### config.mk
export PLATFORM = sky130hd
export DESIGN_NAME = sdm_bank_ctrl
export DESIGN_NICKNAME = d
export VERILOG_FILES = /design/src/hw/sdm_bank_ctrl.v
export VERILOG_INCLUDE_DIRS = /design/src /design/src/pkg
export SDC_FILE = /design/constraint.sdc
export NUM_CORES = 1
export LEC_CHECK = 0
export BUFFER_PORTS_ARGS = -buffer_cell sky130_fd_sc_hd__buf_4
export CAP_MARGIN = 10
export CORE_ASPECT_RATIO = 1.4
export CORE_MARGIN = 4
export CORE_UTILIZATION = 54
export DETAILED_ROUTE_END_ITERATION = 8
export MAX_ROUTING_LAYER = met4
export PLACE_DENSITY = 0.74
export SLEW_MARGIN = 25
export SYNTH_ARGS = -nofsm -noshare
export SYNTH_HDL_FRONTEND = slang
export SYNTH_SLANG_ARGS = --single-unit
### constraint.sdc
create_clock -name sys_clk -period 5.8 [get_ports sys_clk]
set_clock_uncertainty 0.15 [all_clocks]
set_input_delay 0.58 -clock sys_clk [delete_from_list [all_inputs] [get_ports sys_clk]]
set_output_delay 0.58 -clock sys_clk [all_outputs]
set_load 0.02 [all_outputs]
### src/pkg/sdm_map.vh
`ifndef SDM_MAP_VH
`define SDM_MAP_VH
// ----------------------------------------
// Clock and timing figures
// ----------------------------------------
`define SDM_CLK_NS 10
`define SDM_TRP_NS 20
`define SDM_ACTIVATE_TO_ACCESS_DELAY_NS 20
`define SDM_REFRESH_CYCLE_TIME_NS 70
`define SDM_MODE_SET_DELAY_NS 20
`define SDM_TWR_NS 15
`define SDM_SELF_REFRESH_EXIT_DELAY_NS 70
`define SDM_CYC(ns) (((ns) + `SDM_CLK_NS - 1) / `SDM_CLK_NS)
`define SDM_TRP_CYC `SDM_CYC(`SDM_TRP_NS)
`define SDM_ACTIVATE_TO_ACCESS_DELAY_CYC `SDM_CYC(`SDM_ACTIVATE_TO_ACCESS_DELAY_NS)
`define SDM_REFRESH_CYCLE_TIME_CYC `SDM_CYC(`SDM_REFRESH_CYCLE_TIME_NS)
`define SDM_MODE_SET_DELAY_CYC `SDM_CYC(`SDM_MODE_SET_DELAY_NS)
`define SDM_TWR_CYC `SDM_CYC(`SDM_TWR_NS)
`define SDM_SELF_REFRESH_EXIT_DELAY_CYC `SDM_CYC(`SDM_SELF_REFRESH_EXIT_DELAY_NS)
// ----------------------------------------
// Command codes {cs_n, ras_n, cas_n, we_n}
// ----------------------------------------
`define SDM_CMD_MRS 4'h0
`define SDM_CMD_REF 4'h1
`define SDM_CMD_PRE 4'h2
`define SDM_CMD_ACT 4'h3
`define SDM_CMD_WR 4'h4
`define SDM_CMD_RD 4'h5
`define SDM_CMD_BST 4'h6
// ----------------------------------------
// Bank state codes
// ----------------------------------------
`define SDM_BK_IDLE 4'h0
`define SDM_BK_ACTG 4'h1
`define SDM_BK_ACTV 4'h2
`define SDM_BK_RD 4'h3
`define SDM_BK_WR 4'h4
`define SDM_BK_RDAP 4'h5
`define SDM_BK_WRAP 4'h6
`define SDM_BK_WREC 4'h7
`define SDM_BK_PRE 4'h8
// ----------------------------------------
// Global state codes
// ----------------------------------------
`define SDM_GL_RUN 2'h0
`define SDM_GL_REF 2'h1
`define SDM_GL_MRS 2'h2
`define SDM_GL_PALL 2'h3
`endif

### src/hw/sdm_bank_ctrl.v
// Summary of operation
// Controller sends only inhibit/nop in global periods
// Refresh lasts refresh_cycle_time, then all idle
// Mode load lasts mode_set_delay, then all idle
// Precharge-all lasts precharge_time, then all idle
// Auto-precharge bank idles after precharge_time
// Refresh and mode load only when all idle
// Precharge-all needs every bank precharge-valid; the code enters precharge-all on any precharge with a10 high, without checking
// Burst terminate stops most recent burst
// Burst terminate never aimed at other bank
// Unlisted state/command pairs are undefined
// Precharge to idle bank is a no-op
// Commands act only with clock enable high twice
// Idle bank never restricts other banks
// Precharge elsewhere leaves current burst running
// Interrupted auto-precharge bank starts precharging
// Read interrupts read after read_latency
// Write interrupts read at once; mask before
// Read interrupts write at once; data later
// Write interrupts write; earlier data kept
// Read cuts read-ap; precharge starts then
// Write cuts read-ap; precharge starts then
// Read cuts write-ap; recovery then precharge
// Write cuts write-ap; recovery then precharge
// Busy bank gets only nop from controller
// Controller tracks bank and global state
`timescale 1ns/100ps
`default_nettype none
`include "sdm_map.vh"

// ----------------------------------------
// Write data FIFO
// ----------------------------------------
module sdm_fifo #(
  parameter WIDTH = 38,
  parameter DEPTH = 8,
  parameter AW = 3
) (
  input wire sys_clk,
  input wire rst_b,
  input wire in_valid,
  output wire in_ready,
  input wire [WIDTH-1:0] in_data,
  output wire out_valid,
  input wire out_ready,
  output wire [WIDTH-1:0] out_data
);
  reg [WIDTH-1:0] mem_r [0:DEPTH-1];
  reg [AW-1:0] wp_r;
  reg [AW-1:0] rp_r;
  reg [AW:0] cnt_r;
  wire push;
  wire pop;

  // Honest full and empty from the fill count
  assign in_ready = (cnt_r != DEPTH);
  assign out_valid = (cnt_r != 0);
  assign out_data = mem_r[rp_r];
  assign push = in_valid & in_ready;
  assign pop = out_valid & out_ready;

  // Pointer and count update
  always @(posedge sys_clk) begin
    if (!rst_b) begin
      wp_r <= {AW{1'b0}};
      rp_r <= {AW{1'b0}};
      cnt_r <= {(AW+1){1'b0}};
    end else begin
      if (push)
        wp_r <= (wp_r == DEPTH - 1) ? {AW{1'b0}} : wp_r + 1'b1;
      if (pop)
        rp_r <= (rp_r == DEPTH - 1) ? {AW{1'b0}} : rp_r + 1'b1;
      if (push & ~pop)
        cnt_r <= cnt_r + 1'b1;
      else if (pop & ~push)
        cnt_r <= cnt_r - 1'b1;
    end
  end

  // Storage, no reset needed
  always @(posedge sys_clk) begin
    if (push)
      mem_r[wp_r] <= in_data;
  end
endmodule // sdm_fifo

// ----------------------------------------
// Bank and global state tracker
// ----------------------------------------
module sdm_bank_ctrl #(
  parameter NBANK = 4,
  parameter READ_LATENCY = 2,
  parameter BURST_LEN = 4,
  parameter FIFO_DEPTH = 8,
  parameter [7:0] PRECHARGE_CYC = `SDM_TRP_CYC,
  parameter [7:0] ACT_CYC = `SDM_ACTIVATE_TO_ACCESS_DELAY_CYC,
  parameter [7:0] REFRESH_CYC = `SDM_REFRESH_CYCLE_TIME_CYC,
  parameter [7:0] MODE_CYC = `SDM_MODE_SET_DELAY_CYC,
  parameter [7:0] WREC_CYC = `SDM_TWR_CYC,
  parameter [7:0] SR_EXIT_CYC = `SDM_SELF_REFRESH_EXIT_DELAY_CYC
) (
  input wire sys_clk,
  input wire rst_b,
  input wire cke,
  input wire cs_b,
  input wire ras_b,
  input wire cas_b,
  input wire we_b,
  input wire [1:0] bank_addr,
  input wire a10,
  input wire [3:0] byte_mask,
  input wire [31:0] dq_in,
  output reg [31:0] dq_out,
  output reg [3:0] dq_oe,
  output wire mem_rd_en,
  output wire [1:0] mem_rd_bank,
  input wire [31:0] mem_rd_data,
  output wire st_valid,
  input wire st_ready,
  output wire [37:0] st_data,
  output wire wr_fifo_ready,
  output wire [4*NBANK-1:0] bank_state,
  output wire [1:0] glob_state,
  output wire all_idle
);
  // ----------------------------------------
  // Pin synchronisers
  // ----------------------------------------
  reg [43:0] pin_s1_r;
  reg [43:0] pin_s2_r;
  wire [3:0] cmd;
  wire [1:0] cba;
  wire ca10;
  wire [3:0] cdqm;
  wire [31:0] cdq;
  wire ccke;

  // Two flops before any use
  always @(posedge sys_clk) begin
    if (!rst_b) begin
      pin_s1_r <= {4'hF, 40'h0};
      pin_s2_r <= {4'hF, 40'h0};
    end else begin
      pin_s1_r <= {cs_b, ras_b, cas_b, we_b, cke, bank_addr, a10,
                   byte_mask, dq_in};
      pin_s2_r <= pin_s1_r;
    end
  end
  assign cmd = pin_s2_r[43:40];
  assign ccke = pin_s2_r[39];
  assign cba = pin_s2_r[38:37];
  assign ca10 = pin_s2_r[36];
  assign cdqm = pin_s2_r[35:32];
  assign cdq = pin_s2_r[31:0];

  // ----------------------------------------
  // Clock-enable qualification
  // ----------------------------------------
  reg cke_prev_r;
  reg [7:0] xsr_cnt_r;
  wire cmd_ok;

  // Hold off commands after clock enable returns
  always @(posedge sys_clk) begin
    if (!rst_b) begin
      cke_prev_r <= 1'b0;
      xsr_cnt_r <= 8'h00;
    end else begin
      cke_prev_r <= ccke;
      if (ccke & ~cke_prev_r)
        xsr_cnt_r <= SR_EXIT_CYC;
      else if (xsr_cnt_r != 8'h00)
        xsr_cnt_r <= xsr_cnt_r - 8'h01;
    end
  end
  assign cmd_ok = ccke & cke_prev_r & (xsr_cnt_r == 8'h00);

  // ----------------------------------------
  // Global state
  // ----------------------------------------
  reg [1:0] gst_r;
  reg [7:0] gcnt_r;
  wire run;
  wire is_act;
  wire is_rd;
  wire is_wr;
  wire is_pre;
  wire is_bst;
  wire is_rw;
  wire g_done;
  wire [NBANK-1:0] bk_idle;

  assign run = cmd_ok & (gst_r == `SDM_GL_RUN) & ~cmd[3];
  assign is_act = run & (cmd == `SDM_CMD_ACT);
  assign is_rd = run & (cmd == `SDM_CMD_RD);
  assign is_wr = run & (cmd == `SDM_CMD_WR);
  assign is_pre = run & (cmd == `SDM_CMD_PRE);
  assign is_bst = run & (cmd == `SDM_CMD_BST);
  assign is_rw = is_rd | is_wr;
  assign g_done = (gst_r != `SDM_GL_RUN) & (gcnt_r == 8'h01);
  assign all_idle = &bk_idle;
  assign glob_state = gst_r;

  // Refresh, mode load and precharge-all periods
  always @(posedge sys_clk) begin
    if (!rst_b) begin
      gst_r <= `SDM_GL_RUN;
      gcnt_r <= 8'h00;
    end else begin
      case (gst_r)
        `SDM_GL_RUN: begin
          if (run & all_idle & (cmd == `SDM_CMD_REF)) begin
            gst_r <= `SDM_GL_REF;
            gcnt_r <= REFRESH_CYC;
          end else if (run & all_idle & (cmd == `SDM_CMD_MRS)) begin
            gst_r <= `SDM_GL_MRS;
            gcnt_r <= MODE_CYC;
          end else if (is_pre & ca10) begin
            gst_r <= `SDM_GL_PALL;
            gcnt_r <= PRECHARGE_CYC;
          end
        end
        default: begin
          // Commands are ignored until the count runs out
          if (g_done)
            gst_r <= `SDM_GL_RUN;
          gcnt_r <= gcnt_r - 8'h01;
        end
      endcase
    end
  end

  // ----------------------------------------
  // Burst tracker
  // ----------------------------------------
  reg brst_r;
  reg bwr_r;
  reg [1:0] bbank_r;
  reg [7:0] bbeat_r;
  wire beat;
  wire b_end;
  wire b_cut;

  assign beat = is_rw | brst_r;
  // Last beat or terminate ends the newest burst
  assign b_end = brst_r & ~is_rw &
                 ((bbeat_r == BURST_LEN - 1) | is_bst);
  assign b_cut = brst_r & is_rw & (cba != bbank_r);

  // Newest read or write owns the data bus
  always @(posedge sys_clk) begin
    if (!rst_b) begin
      brst_r <= 1'b0;
      bwr_r <= 1'b0;
      bbank_r <= 2'h0;
      bbeat_r <= 8'h00;
    end else if (is_rw) begin
      brst_r <= (BURST_LEN > 1);
      bwr_r <= is_wr;
      bbank_r <= cba;
      bbeat_r <= 8'h01;
    end else if (b_end | (is_pre & (ca10 | (cba == bbank_r)))) begin
      brst_r <= 1'b0;
    end else if (brst_r) begin
      bbeat_r <= bbeat_r + 8'h01;
    end
  end

  // ----------------------------------------
  // Per-bank state machines
  // ----------------------------------------
  genvar gi;
  generate
    for (gi = 0; gi < NBANK; gi = gi + 1) begin : g_bank
      reg [3:0] st_r;
      reg [7:0] cnt_r;
      wire me;
      wire mine;
      wire cut;
      wire fin;

      assign me = (cba == gi);
      assign mine = brst_r & (bbank_r == gi);
      assign cut = b_cut & (bbank_r == gi);
      assign fin = b_end & mine;
      assign bk_idle[gi] = (st_r == `SDM_BK_IDLE);
      assign bank_state[4*gi+3:4*gi] = st_r;

      // Bank transitions, commands to other banks pass freely
      always @(posedge sys_clk) begin
        if (!rst_b) begin
          st_r <= `SDM_BK_IDLE;
          cnt_r <= 8'h00;
        end else if (g_done) begin
          st_r <= `SDM_BK_IDLE;
        end else if (is_pre & (ca10 | me) & ~bk_idle[gi]) begin
          st_r <= `SDM_BK_PRE;
          cnt_r <= PRECHARGE_CYC;
        end else if (is_rw & me) begin
          if (ca10)
            st_r <= is_wr ? `SDM_BK_WRAP : `SDM_BK_RDAP;
          else
            st_r <= is_wr ? `SDM_BK_WR : `SDM_BK_RD;
        end else begin
          case (st_r)
            `SDM_BK_IDLE: begin
              if (is_act & me) begin
                st_r <= `SDM_BK_ACTG;
                cnt_r <= ACT_CYC;
              end
            end
            `SDM_BK_ACTG, `SDM_BK_PRE, `SDM_BK_WREC: begin
              if (cnt_r == 8'h01)
                st_r <= (st_r == `SDM_BK_ACTG) ? `SDM_BK_ACTV :
                        (st_r == `SDM_BK_PRE) ? `SDM_BK_IDLE :
                        `SDM_BK_PRE;
              if (cnt_r == 8'h01 && st_r == `SDM_BK_WREC)
                cnt_r <= PRECHARGE_CYC;
              else
                cnt_r <= cnt_r - 8'h01;
            end
            `SDM_BK_RD, `SDM_BK_WR: begin
              if (cut | fin | ~mine)
                st_r <= `SDM_BK_ACTV;
            end
            `SDM_BK_RDAP: begin
              if (cut | fin | ~mine) begin
                st_r <= `SDM_BK_PRE;
                cnt_r <= PRECHARGE_CYC;
              end
            end
            `SDM_BK_WRAP: begin
              if (cut | fin | ~mine) begin
                st_r <= `SDM_BK_WREC;
                cnt_r <= WREC_CYC;
              end
            end
            default: begin
              st_r <= st_r;
            end
          endcase
        end
      end
    end
  endgenerate

  // ----------------------------------------
  // Read data pipeline
  // ----------------------------------------
  reg [READ_LATENCY-1:0] rvld_r;
  reg [2*READ_LATENCY-1:0] rbank_r;
  wire rd_beat;
  wire b_end_stop;
  wire [1:0] beat_bank;

  assign beat_bank = is_rw ? cba : bbank_r;
  assign b_end_stop = is_bst | (is_pre & (ca10 | (cba == bbank_r)));
  assign rd_beat = is_rd | (brst_r & ~bwr_r & ~is_wr & ~b_end_stop);
  assign mem_rd_en = rvld_r[READ_LATENCY-1];
  assign mem_rd_bank = rbank_r[2*READ_LATENCY-1:2*READ_LATENCY-2];

  // Beats of the old bank drain first, so switch-over is seamless
  always @(posedge sys_clk) begin
    if (!rst_b) begin
      rvld_r <= {READ_LATENCY{1'b0}};
      rbank_r <= {(2*READ_LATENCY){1'b0}};
    end else if (is_wr) begin
      rvld_r <= {READ_LATENCY{1'b0}};
    end else begin
      rvld_r <= {rvld_r[READ_LATENCY-2:0], rd_beat};
      rbank_r <= {rbank_r[2*READ_LATENCY-3:0], beat_bank};
    end
  end

  // Output lanes, masked two clocks after the mask pin
  reg [3:0] dqm_d1_r;
  always @(posedge sys_clk) begin
    if (!rst_b) begin
      dq_out <= 32'h00000000;
      dq_oe <= 4'h0;
      dqm_d1_r <= 4'hF;
    end else begin
      dqm_d1_r <= cdqm;
      dq_out <= mem_rd_data;
      dq_oe <= {4{mem_rd_en}} & ~dqm_d1_r;
    end
  end

  // ----------------------------------------
  // Write data path into the FIFO
  // ----------------------------------------
  wire wr_beat;

  // Data at an interrupting edge belongs to the new burst only
  assign wr_beat = (is_wr | (brst_r & bwr_r & ~is_rd & ~b_end_stop)) &
                   (cdqm != 4'hF);

  sdm_fifo #(
    .WIDTH(38),
    .DEPTH(FIFO_DEPTH),
    .AW(3)
  ) u_wfifo (
    .sys_clk(sys_clk),
    .rst_b(rst_b),
    .in_valid(wr_beat),
    .in_ready(wr_fifo_ready),
    .in_data({beat_bank, cdqm, cdq}),
    .out_valid(st_valid),
    .out_ready(st_ready),
    .out_data(st_data)
  );
endmodule // sdm_bank_ctrl
`default_nettype wire

==> results of run 1 <==
==> power by group through the flow <==
stage          combinational (mW)  sequential (mW)  clock [mW]
6_report                     1.05             4.18        3.37
5_1_grt                      1.14             4.21        3.60
4_1_cts                      1.07             4.19        3.45
3_5_place_dp                 1.07             4.27           0
3_3_place_gp                 1.04             4.28           0
2_1_floorplan               0.781             4.18           0
==> per-layer routing <==
layer / vias to the layer above / wire (um)
met3: 91 / 2007
met1: 6200 / 17100
met5: - / 0
met2: 320 / 23370
li1: 5927 / -
met4: 0 / 1390
==> registers in the layout (all words and copies together) (netlist names), named ones only <==
| name | count |
|---|---|
| pin_s1_r | 44 |
| dqm_d1_r | 4 |
| dq_oe | 4 |
| dq_out | 32 |
| glob_state | 2 |
| cke_prev_r | 1 |
| g_bank.cnt_r | 32 |
| pin_s2_r | 44 |
| xsr_cnt_r | 8 |
| bbank_r | 2 |
| u_wfifo.cnt_r | 4 |
| bbeat_r | 8 |
| u_wfifo.rp_r | 3 |
| rvld_r | 2 |
| u_wfifo.wp_r | 3 |
| brst_r | 1 |
| gcnt_r | 8 |
| u_wfifo.mem_r | 304 |
| bwr_r | 1 |
| g_bank.st_r | 16 |
| rbank_r | 4 |
==> through the flow <==
step / TNS, ns / setup WS, ns
after floorplan: -70.57 / -0.3994
after global placement: 0 / 1.461
after detailed placement: 0 / 1.284
after CTS: 0 / 1.266
after global routing: 0 / 0.9884
final: 0 / 1.288
==> area by class of cell <==
cell class	instances	share of cell area, %
sequential	530	56.21
inverter	25	0.3860
clock buffer	65	5.744
multi-input combinational	886	27.87
tap	473	2.434
timing repair buffer	190	5.986
clock inverter	27	1.369
==> placed cells by master, fill, tap and decap left out, types with 6 or more instances in the layout <==
master     count
or2_2          7
a31oi_1       12
dfxtp_1      223
mux2_2        39
and2_1       118
nor2_1       108
clkbuf_1       6
buf_4        187
xnor2_1       11
nand2_1       86
edfxtp_1     304
o31ai_1       10
inv_1         25
o211ai_1      11
ha_1          21
nand3b_1       6
nand3_1       28
xor2_1        11
clkbuf_16     51
clkbuf_8       6
and3_1         8
o21ai_0       64
bufinv_16      6
mux4_2        76
nor4_1        13
nor3_1        30
a21oi_1       56
nor2b_1       13
or3_1         15
clkinv_2       6
nand2b_1      34
mux2i_1       19
==> worst min-delay path by stage <==
| stage | startpoint | to | slack (ns) | cells past startpoint |
|---|---|---|---|---|
| floorplan | dqm_d1_r[0] | dq_oe[0] | 0.22 | 1 |
| global placement | dqm_d1_r[2] | dq_oe[2] | 0.23 | 1 |
| detailed placement | dqm_d1_r[3] | dq_oe[3] | 0.24 | 1 |
| CTS | we_b | pin_s1_r[40] | 0.01 | 2 |
| global route | we_b | pin_s1_r[40] | 0.03 | 2 |
| finish | we_b | pin_s1_r[40] | 0.05 | 2 |
==> kinds of logic (layout without fill, tap and decap cells) <==
| kind of cell | Yosys count | count (layout) | share of synthesized area (%) |
|---|---|---|---|
| flops | 530 | 530 | 65.77 |
| simple gates | 503 | 503 | 12.79 |
| compound gates | 205 | 205 | 6.069 |
| mux | 134 | 134 | 11.28 |
| buf+inv | 98 | 307 | 1.808 |
| fa+ha+maj | 22 | 22 | 1.362 |
| xor+xnor | 22 | 22 | 0.9281 |
==> results.json, run 1 <==
{
  "outcome": "complete, no violations",
  "fin_total_pwr_mw": 8.606,
  "yosysMostFrequentCell": "edfxtp_1",
  "routed_wl_um": 43870,
  "synth.largest_area_cell": "edfxtp_1",
  "fmax_mhz": 221.7,
  "synth_cell_types": 65,
  "p_int_mw": 6.575,
  "clkSlewWorstSetupHoldPaths_ns": 0.06,
  "vias": 12538,
  "pin_count": 177,
  "postSynthCellCount": 1514,
  "postPlaceCellArea_um2": 22580,
  "power_switching_mw": 2.031,
  "drive_above_1_share_pct": 24.55,
  "placed_cells": 2104,
  "cts_made_buffers": 49,
  "critPathArrivalTime_ns": 4.86,
  "critPathMostFrequentCell": "ha_1",
  "rows": 84,
  "ff2ff_path_depth": 15,
  "drt_iter0_drc": 983,
  "cts.sinks": 530,
  "synth-edff-count": 304,
  "crit_cells": 15,
  "gp_congestion": 0.9011,
  "critPathMaxStageDelay_ns": 0.62,
  "start_util_pct": 55.02,
  "root_buffer": "clkbuf_16",
  "wl_per_cell_um": 19.98,
  "use_met1_pct": 24.91,
  "postRouteAntennaNets": 0,
  "combPwrFrac_pct": 12.2,
  "netlist_top_cells_count": "304 x edfxtp_1, 226 x dfxtp_1, 118 x and2_1",
  "p_leak_nw": 9.079,
  "seq_area_um2": 13660,
  "p_seq_share_pct": 48.6,
  "worst_pin_slew_ns": 0.9808,
  "cap_violations": 0,
  "hold_viol_final": 0,
  "pwr_density_cell_nw_per_um2": 354.0,
  "antenna_found_initial": 0,
  "slew_viol_final": 0,
  "fp.dieArea_um2": 41690,
  "startpoint_type": "flop",
  "nFillCells": 2733,
  "switching_share_pct": 23.60,
  "cp_slowest_cell": "or4_4",
  "dp_hpwl_um": 28240,
  "synth.top_cell.area_share_pct": 43.97,
  "multi_input_area_um2": 6777,
  "cts_hold_buf": 0,
  "met2_usage_pct": 38.45,
  "period_minus_slack_ns": 4.512,
  "dieWidth_um": 173.7,
  "grt_pass1_vias": 12823,
  "rrSetupSlack_ns": 1.29,
  "cts_tree": "yes",
  "overflow": 0,
  "async_flop_share_pct": 0,
  "min_path_type": "primary input to flop",
  "yosysSeqAreaShare_pct": 65.77,
  "fin_util_pct": 64.43,
  "cts.path.max_buffers": 3,
  "grt_setup_unrepaired": "no",
  "path_buf_inv": 2,
  "final_cells": 2196,
  "hold_slack_ns": 0.04623,
  "synth_fp_nets": 1615,
  "io_buffers": 176,
  "synthFlopType": "edfxtp_1",
  "clkLatencyLatePin_ns": 0.57,
  "synth_seq_cells": 530,
  "r2r-start": "xsr_cnt_r[0]",
  "timing.rr.end": "u_wfifo.cnt_r[3]",
  "core_area_um2": 37730,
  "slew_headroom_pct": 34.01,
  "drc": 0,
  "final_nets": 1783,
  "min_period_over_period_pct": 77.79,
  "setup_viol": 0,
  "path_delay_family": "simple AND/OR/NAND/NOR gates",
  "avgSynthCellArea_um2": 13.71,
  "cts_resized": 0,
  "synth.area.top_cells": "edfxtp_1 44%, dfxtp_1 22%, mux4_2 8.2%, and2_1 3.6%, mux2_2 2.1%",
  "grt_usage_pct": 21.54,
  "grt_first_pass_wirelength_um": 69230,
  "top_usage_layer": "met2",
  "cp.required_ns": 6.14,
  "drt_first_pass_iters": 5,
  "cts_max_level": 2,
  "clockPowerShare_pct": 39.2,
  "diodes": 0,
  "ir_drop_mv": 0.2325,
  "critical_path_class": "flop to flop",
  "post_synth_instance_area_um2": 20760,
  "grt_max_degree": 127,
  "post_cts_buffers": 0,
  "final_area_um2": 24310,
  "crit_end": "u_wfifo.cnt_r[3]",
  "crit_path_end_kind": "flop",
  "crit_fanout": 13,
  "vias_per_cell": 5.709,
  "ys_warn_count": 0,
  "crit_start": "xsr_cnt_r[0]",
  "syn2layout_area_growth_pct": 17.10,
  "die-height_um": 240.0,
  "path_cells": "inv_1, ha_1, or3b_2, or4_4, nor2_2, nand2_1, a21oi_2, ha_1, inv_1, ha_1, a21o_1, a21oi_1, xnor2_1, or3_1, a21oi_1",
  "met3_usage_pct": 3.539
}
(Power assumes the default switching activity.)
==> run 2: changes to the inputs <==
Settings changed: ABC_AREA from default to 1, CORE_UTILIZATION 54 to 60, PLACE_DENSITY 0.74 to 0.78.
Clock period 5.8 ns to 4.2 ns, I/O delays scaled along.
==> results.json, run 2 <==
{
  "place_ws_ns": 0.4946,
  "critical_path_class": "flop to flop",
  "dp_hpwl_um": 30560,
  "slew_viol_final": 0,
  "cap_violations": 0,
  "yosysSeqAreaShare_pct": 62.93,
  "synth_cell_types": 49,
  "start_util_pct": 60.59,
  "reg_top3": "u_wfifo.mem_r: 304 flops, pin_s1_r: 44 flops, pin_s2_r: 44 flops",
  "critPathMostFrequentCell": "nand2_1",
  "fin_tns_setup_ns": 0,
  "grt_usage_pct": 26.32,
  "final_cell_mix": "428 x nor2_1, 326 x nand2_1, 304 x edfxtp_1",
  "hp-start": "rst_b",
  "postRouteAntennaNets": 0,
  "critPathMaxStageDelay_ns": 0.31,
  "routed_wl_um": 50830,
  "synth.largest_area_cell": "edfxtp_1",
  "netlist_top_cells_count": "436 x nor2_1, 326 x nand2_1, 304 x edfxtp_1",
  "min_period_over_period_pct": 89.84,
  "syn2layout_area_growth_pct": 18.99,
  "period_minus_slack_ns": 3.773,
  "synth.area.top_cells": "edfxtp_1 42%, dfxtp_1 21%, nor2_1 7.5%, nand2_1 5.6%, o21ai_0 4.5%",
  "slew_headroom_pct": 37.84,
  "synth-edff-count": 304,
  "grt_pass1_vias": 16721,
  "ir_drop_mv": 0.5198,
  "cts.sinks": 530,
  "fmax_mhz": 265.0,
  "cts_made_buffers": 48,
  "pin_count": 177,
  "setup_viol": 0,
  "r2r-start": "xsr_cnt_r[0]",
  "vias_per_cell": 5.497,
  "outcome": "complete, no violations",
  "clkSlewWorstSetupHoldPaths_ns": 0.07,
  "placed_cells": 2835,
  "worst_pin_slew_ns": 0.9324,
  "min_path_type": "primary input to flop",
  "grt_first_pass_wirelength_um": 81460,
  "cp.required_ns": 4.50,
  "grt_max_degree": 103,
  "postSynthCellCount": 2271,
  "ys_warn_count": 0,
  "final_cells": 3003,
  "core_area_um2": 35810,
  "drc": 0,
  "synth_seq_cells": 530,
  "yosysMostFrequentCell": "nor2_1",
  "gp_congestion": 0.9394,
  "async_flop_share_pct": 0,
  "final_nets": 2600,
  "cts.path.max_buffers": 3,
  "die-height_um": 233,
  "fin_total_pwr_mw": 17.00,
  "io_buffers": 176,
  "layout_commonest_cell": "nor2_1",
  "nFillCells": 2462,
  "fp.dieArea_um2": 39310,
  "startpoint_type": "flop",
  "top_register": "u_wfifo.mem_r",
  "crit_start": "xsr_cnt_r[0]",
  "synth.top_cell.area_share_pct": 42.07,
  "post_synth_instance_area_um2": 21700,
  "setup_slack_ns": 0.4266,
  "drt_iter0_drc": 1231,
  "wl_per_cell_um": 16.92,
  "hold_viol_final": 0,
  "cts_tree": "yes",
  "dieWidth_um": 168.7,
  "synthFlopType": "edfxtp_1",
  "avgSynthCellArea_um2": 9.554,
  "rows": 82,
  "crit_fanout": 8,
  "largest_register_ffs": 304,
  "root_buffer": "clkbuf_16",
  "pwr_density_cell_nw_per_um2": 658.6,
  "critPathArrivalTime_ns": 4.08,
  "overflow": 0,
  "clkLatencyLatePin_ns": 0.57,
  "drt_first_pass_iters": 7,
  "path_cells": "inv_1, ha_1, nand3_2, nor2_8, nand2_4, nor4_4, o21ai_0, nand2_1, nand2_1, nand2_1, inv_1, ha_1, inv_1, ha_1, and3_1, a211oi_1, nor2_1, nor2_1, nand2_1, o21ai_0, a21oi_1",
  "cp_slowest_cell": "dfxtp_1",
  "cts_max_level": 2,
  "drive_above_1_share_pct": 13.28,
  "fin_util_pct": 72.10,
  "synth_fp_nets": 2372,
  "p_leak_nw": 11.37,
  "crit_path_end_kind": "flop",
  "grt_setup_unrepaired": "no",
  "antenna_found_initial": 3,
  "vias": 16507
}
run 2: kinds of logic (layout without fill, tap and decap cells):
| logic type | after synthesis | count (layout) | share of synthesized area [%] |
|---|---|---|---|
| adder cells (fa/ha/maj) | 22 | 22 | 1.303 |
| buffers and inverters | 351 | 618 | 6.257 |
| flip-flops | 530 | 530 | 62.93 |
| AO/OA/AOI/OAI | 361 | 361 | 9.048 |
| AND/OR/NAND/NOR | 974 | 974 | 19.13 |
| XOR/XNOR | 33 | 33 | 1.332 |
| other | 0 | 3 | 0 |
run 2: per-layer routing:
metal	vias up	part of all wire [%]	global-route usage [%]
li1	7979	-	-
met1	7816	38	29.03
met2	568	53	47.80
met3	144	5.3	3.314
met4	0	3.7	11.09
met5	-	0	-
run 2: path summary, 6_finish.rpt:
kind	depth (start not counted)	end	slack, ns
max	21	u_wfifo.cnt_r[3]	0.43
min	3	pin_s1_r[36]	0.12
max reg2reg	21	u_wfifo.cnt_r[3]	0.43
min reg2reg	1	dq_oe[0]	0.23
run 2: per-stage QoR:
stage	hold slack, ns	instance area, um^2
2_1_floorplan	0.2182	21700
3_5_place_dp	0.2310	23450
6_report	0.1166	25820
5_1_grt	0.1106	25820
4_1_cts	0.08499	25810
3_3_place_gp	0.2239	23450
run 2: what timing repair did:
| action | 4_1_cts | 5_1_grt |
|---|---|---|
| endpoints found under the hold margin | 76 | 0 |
| setup endpoints to repair | 0 | 0 |
| buffers inserted | 0 | 0 |
| hold buffers | 76 | 0 |
| gates resized for setup | 0 | 0 |
run 2: final cells by class:
type	count	area, um^2	share of cell area [%]
well taps	462	578.1	2.239
diodes	3	7.507	0.02908
flip-flops and latches	530	13660	52.90
multi-input cells	1390	6746	26.13
clock inverters	22	246.5	0.9547
inverters	256	962.2	3.727
repair buffers	273	2265	8.772
clock buffers	67	1354	5.244
run 2: critical path, delay by kind of cell (launching register included):
kind / cells / cell delay [ns]
compound gates: 4 / 0.65
flops: 1 / 0.31
buf+inv: 3 / 0.38
fa+ha+maj: 3 / 0.72
simple gates: 11 / 1.41
run 2: power by group:
| part | total, mW | internal [mW] | switching (mW) | leakage, nW |
|---|---|---|---|---|
| registers | 6.20 | 5.81 | 0.386 | 5.06 |
| logic | 6.39 | 2.35 | 4.04 | 5.54 |
| clock network | 4.42 | 2.52 | 1.90 | 0.774 |
| total | 17.0 | 10.7 | 6.32 | 11.4 |
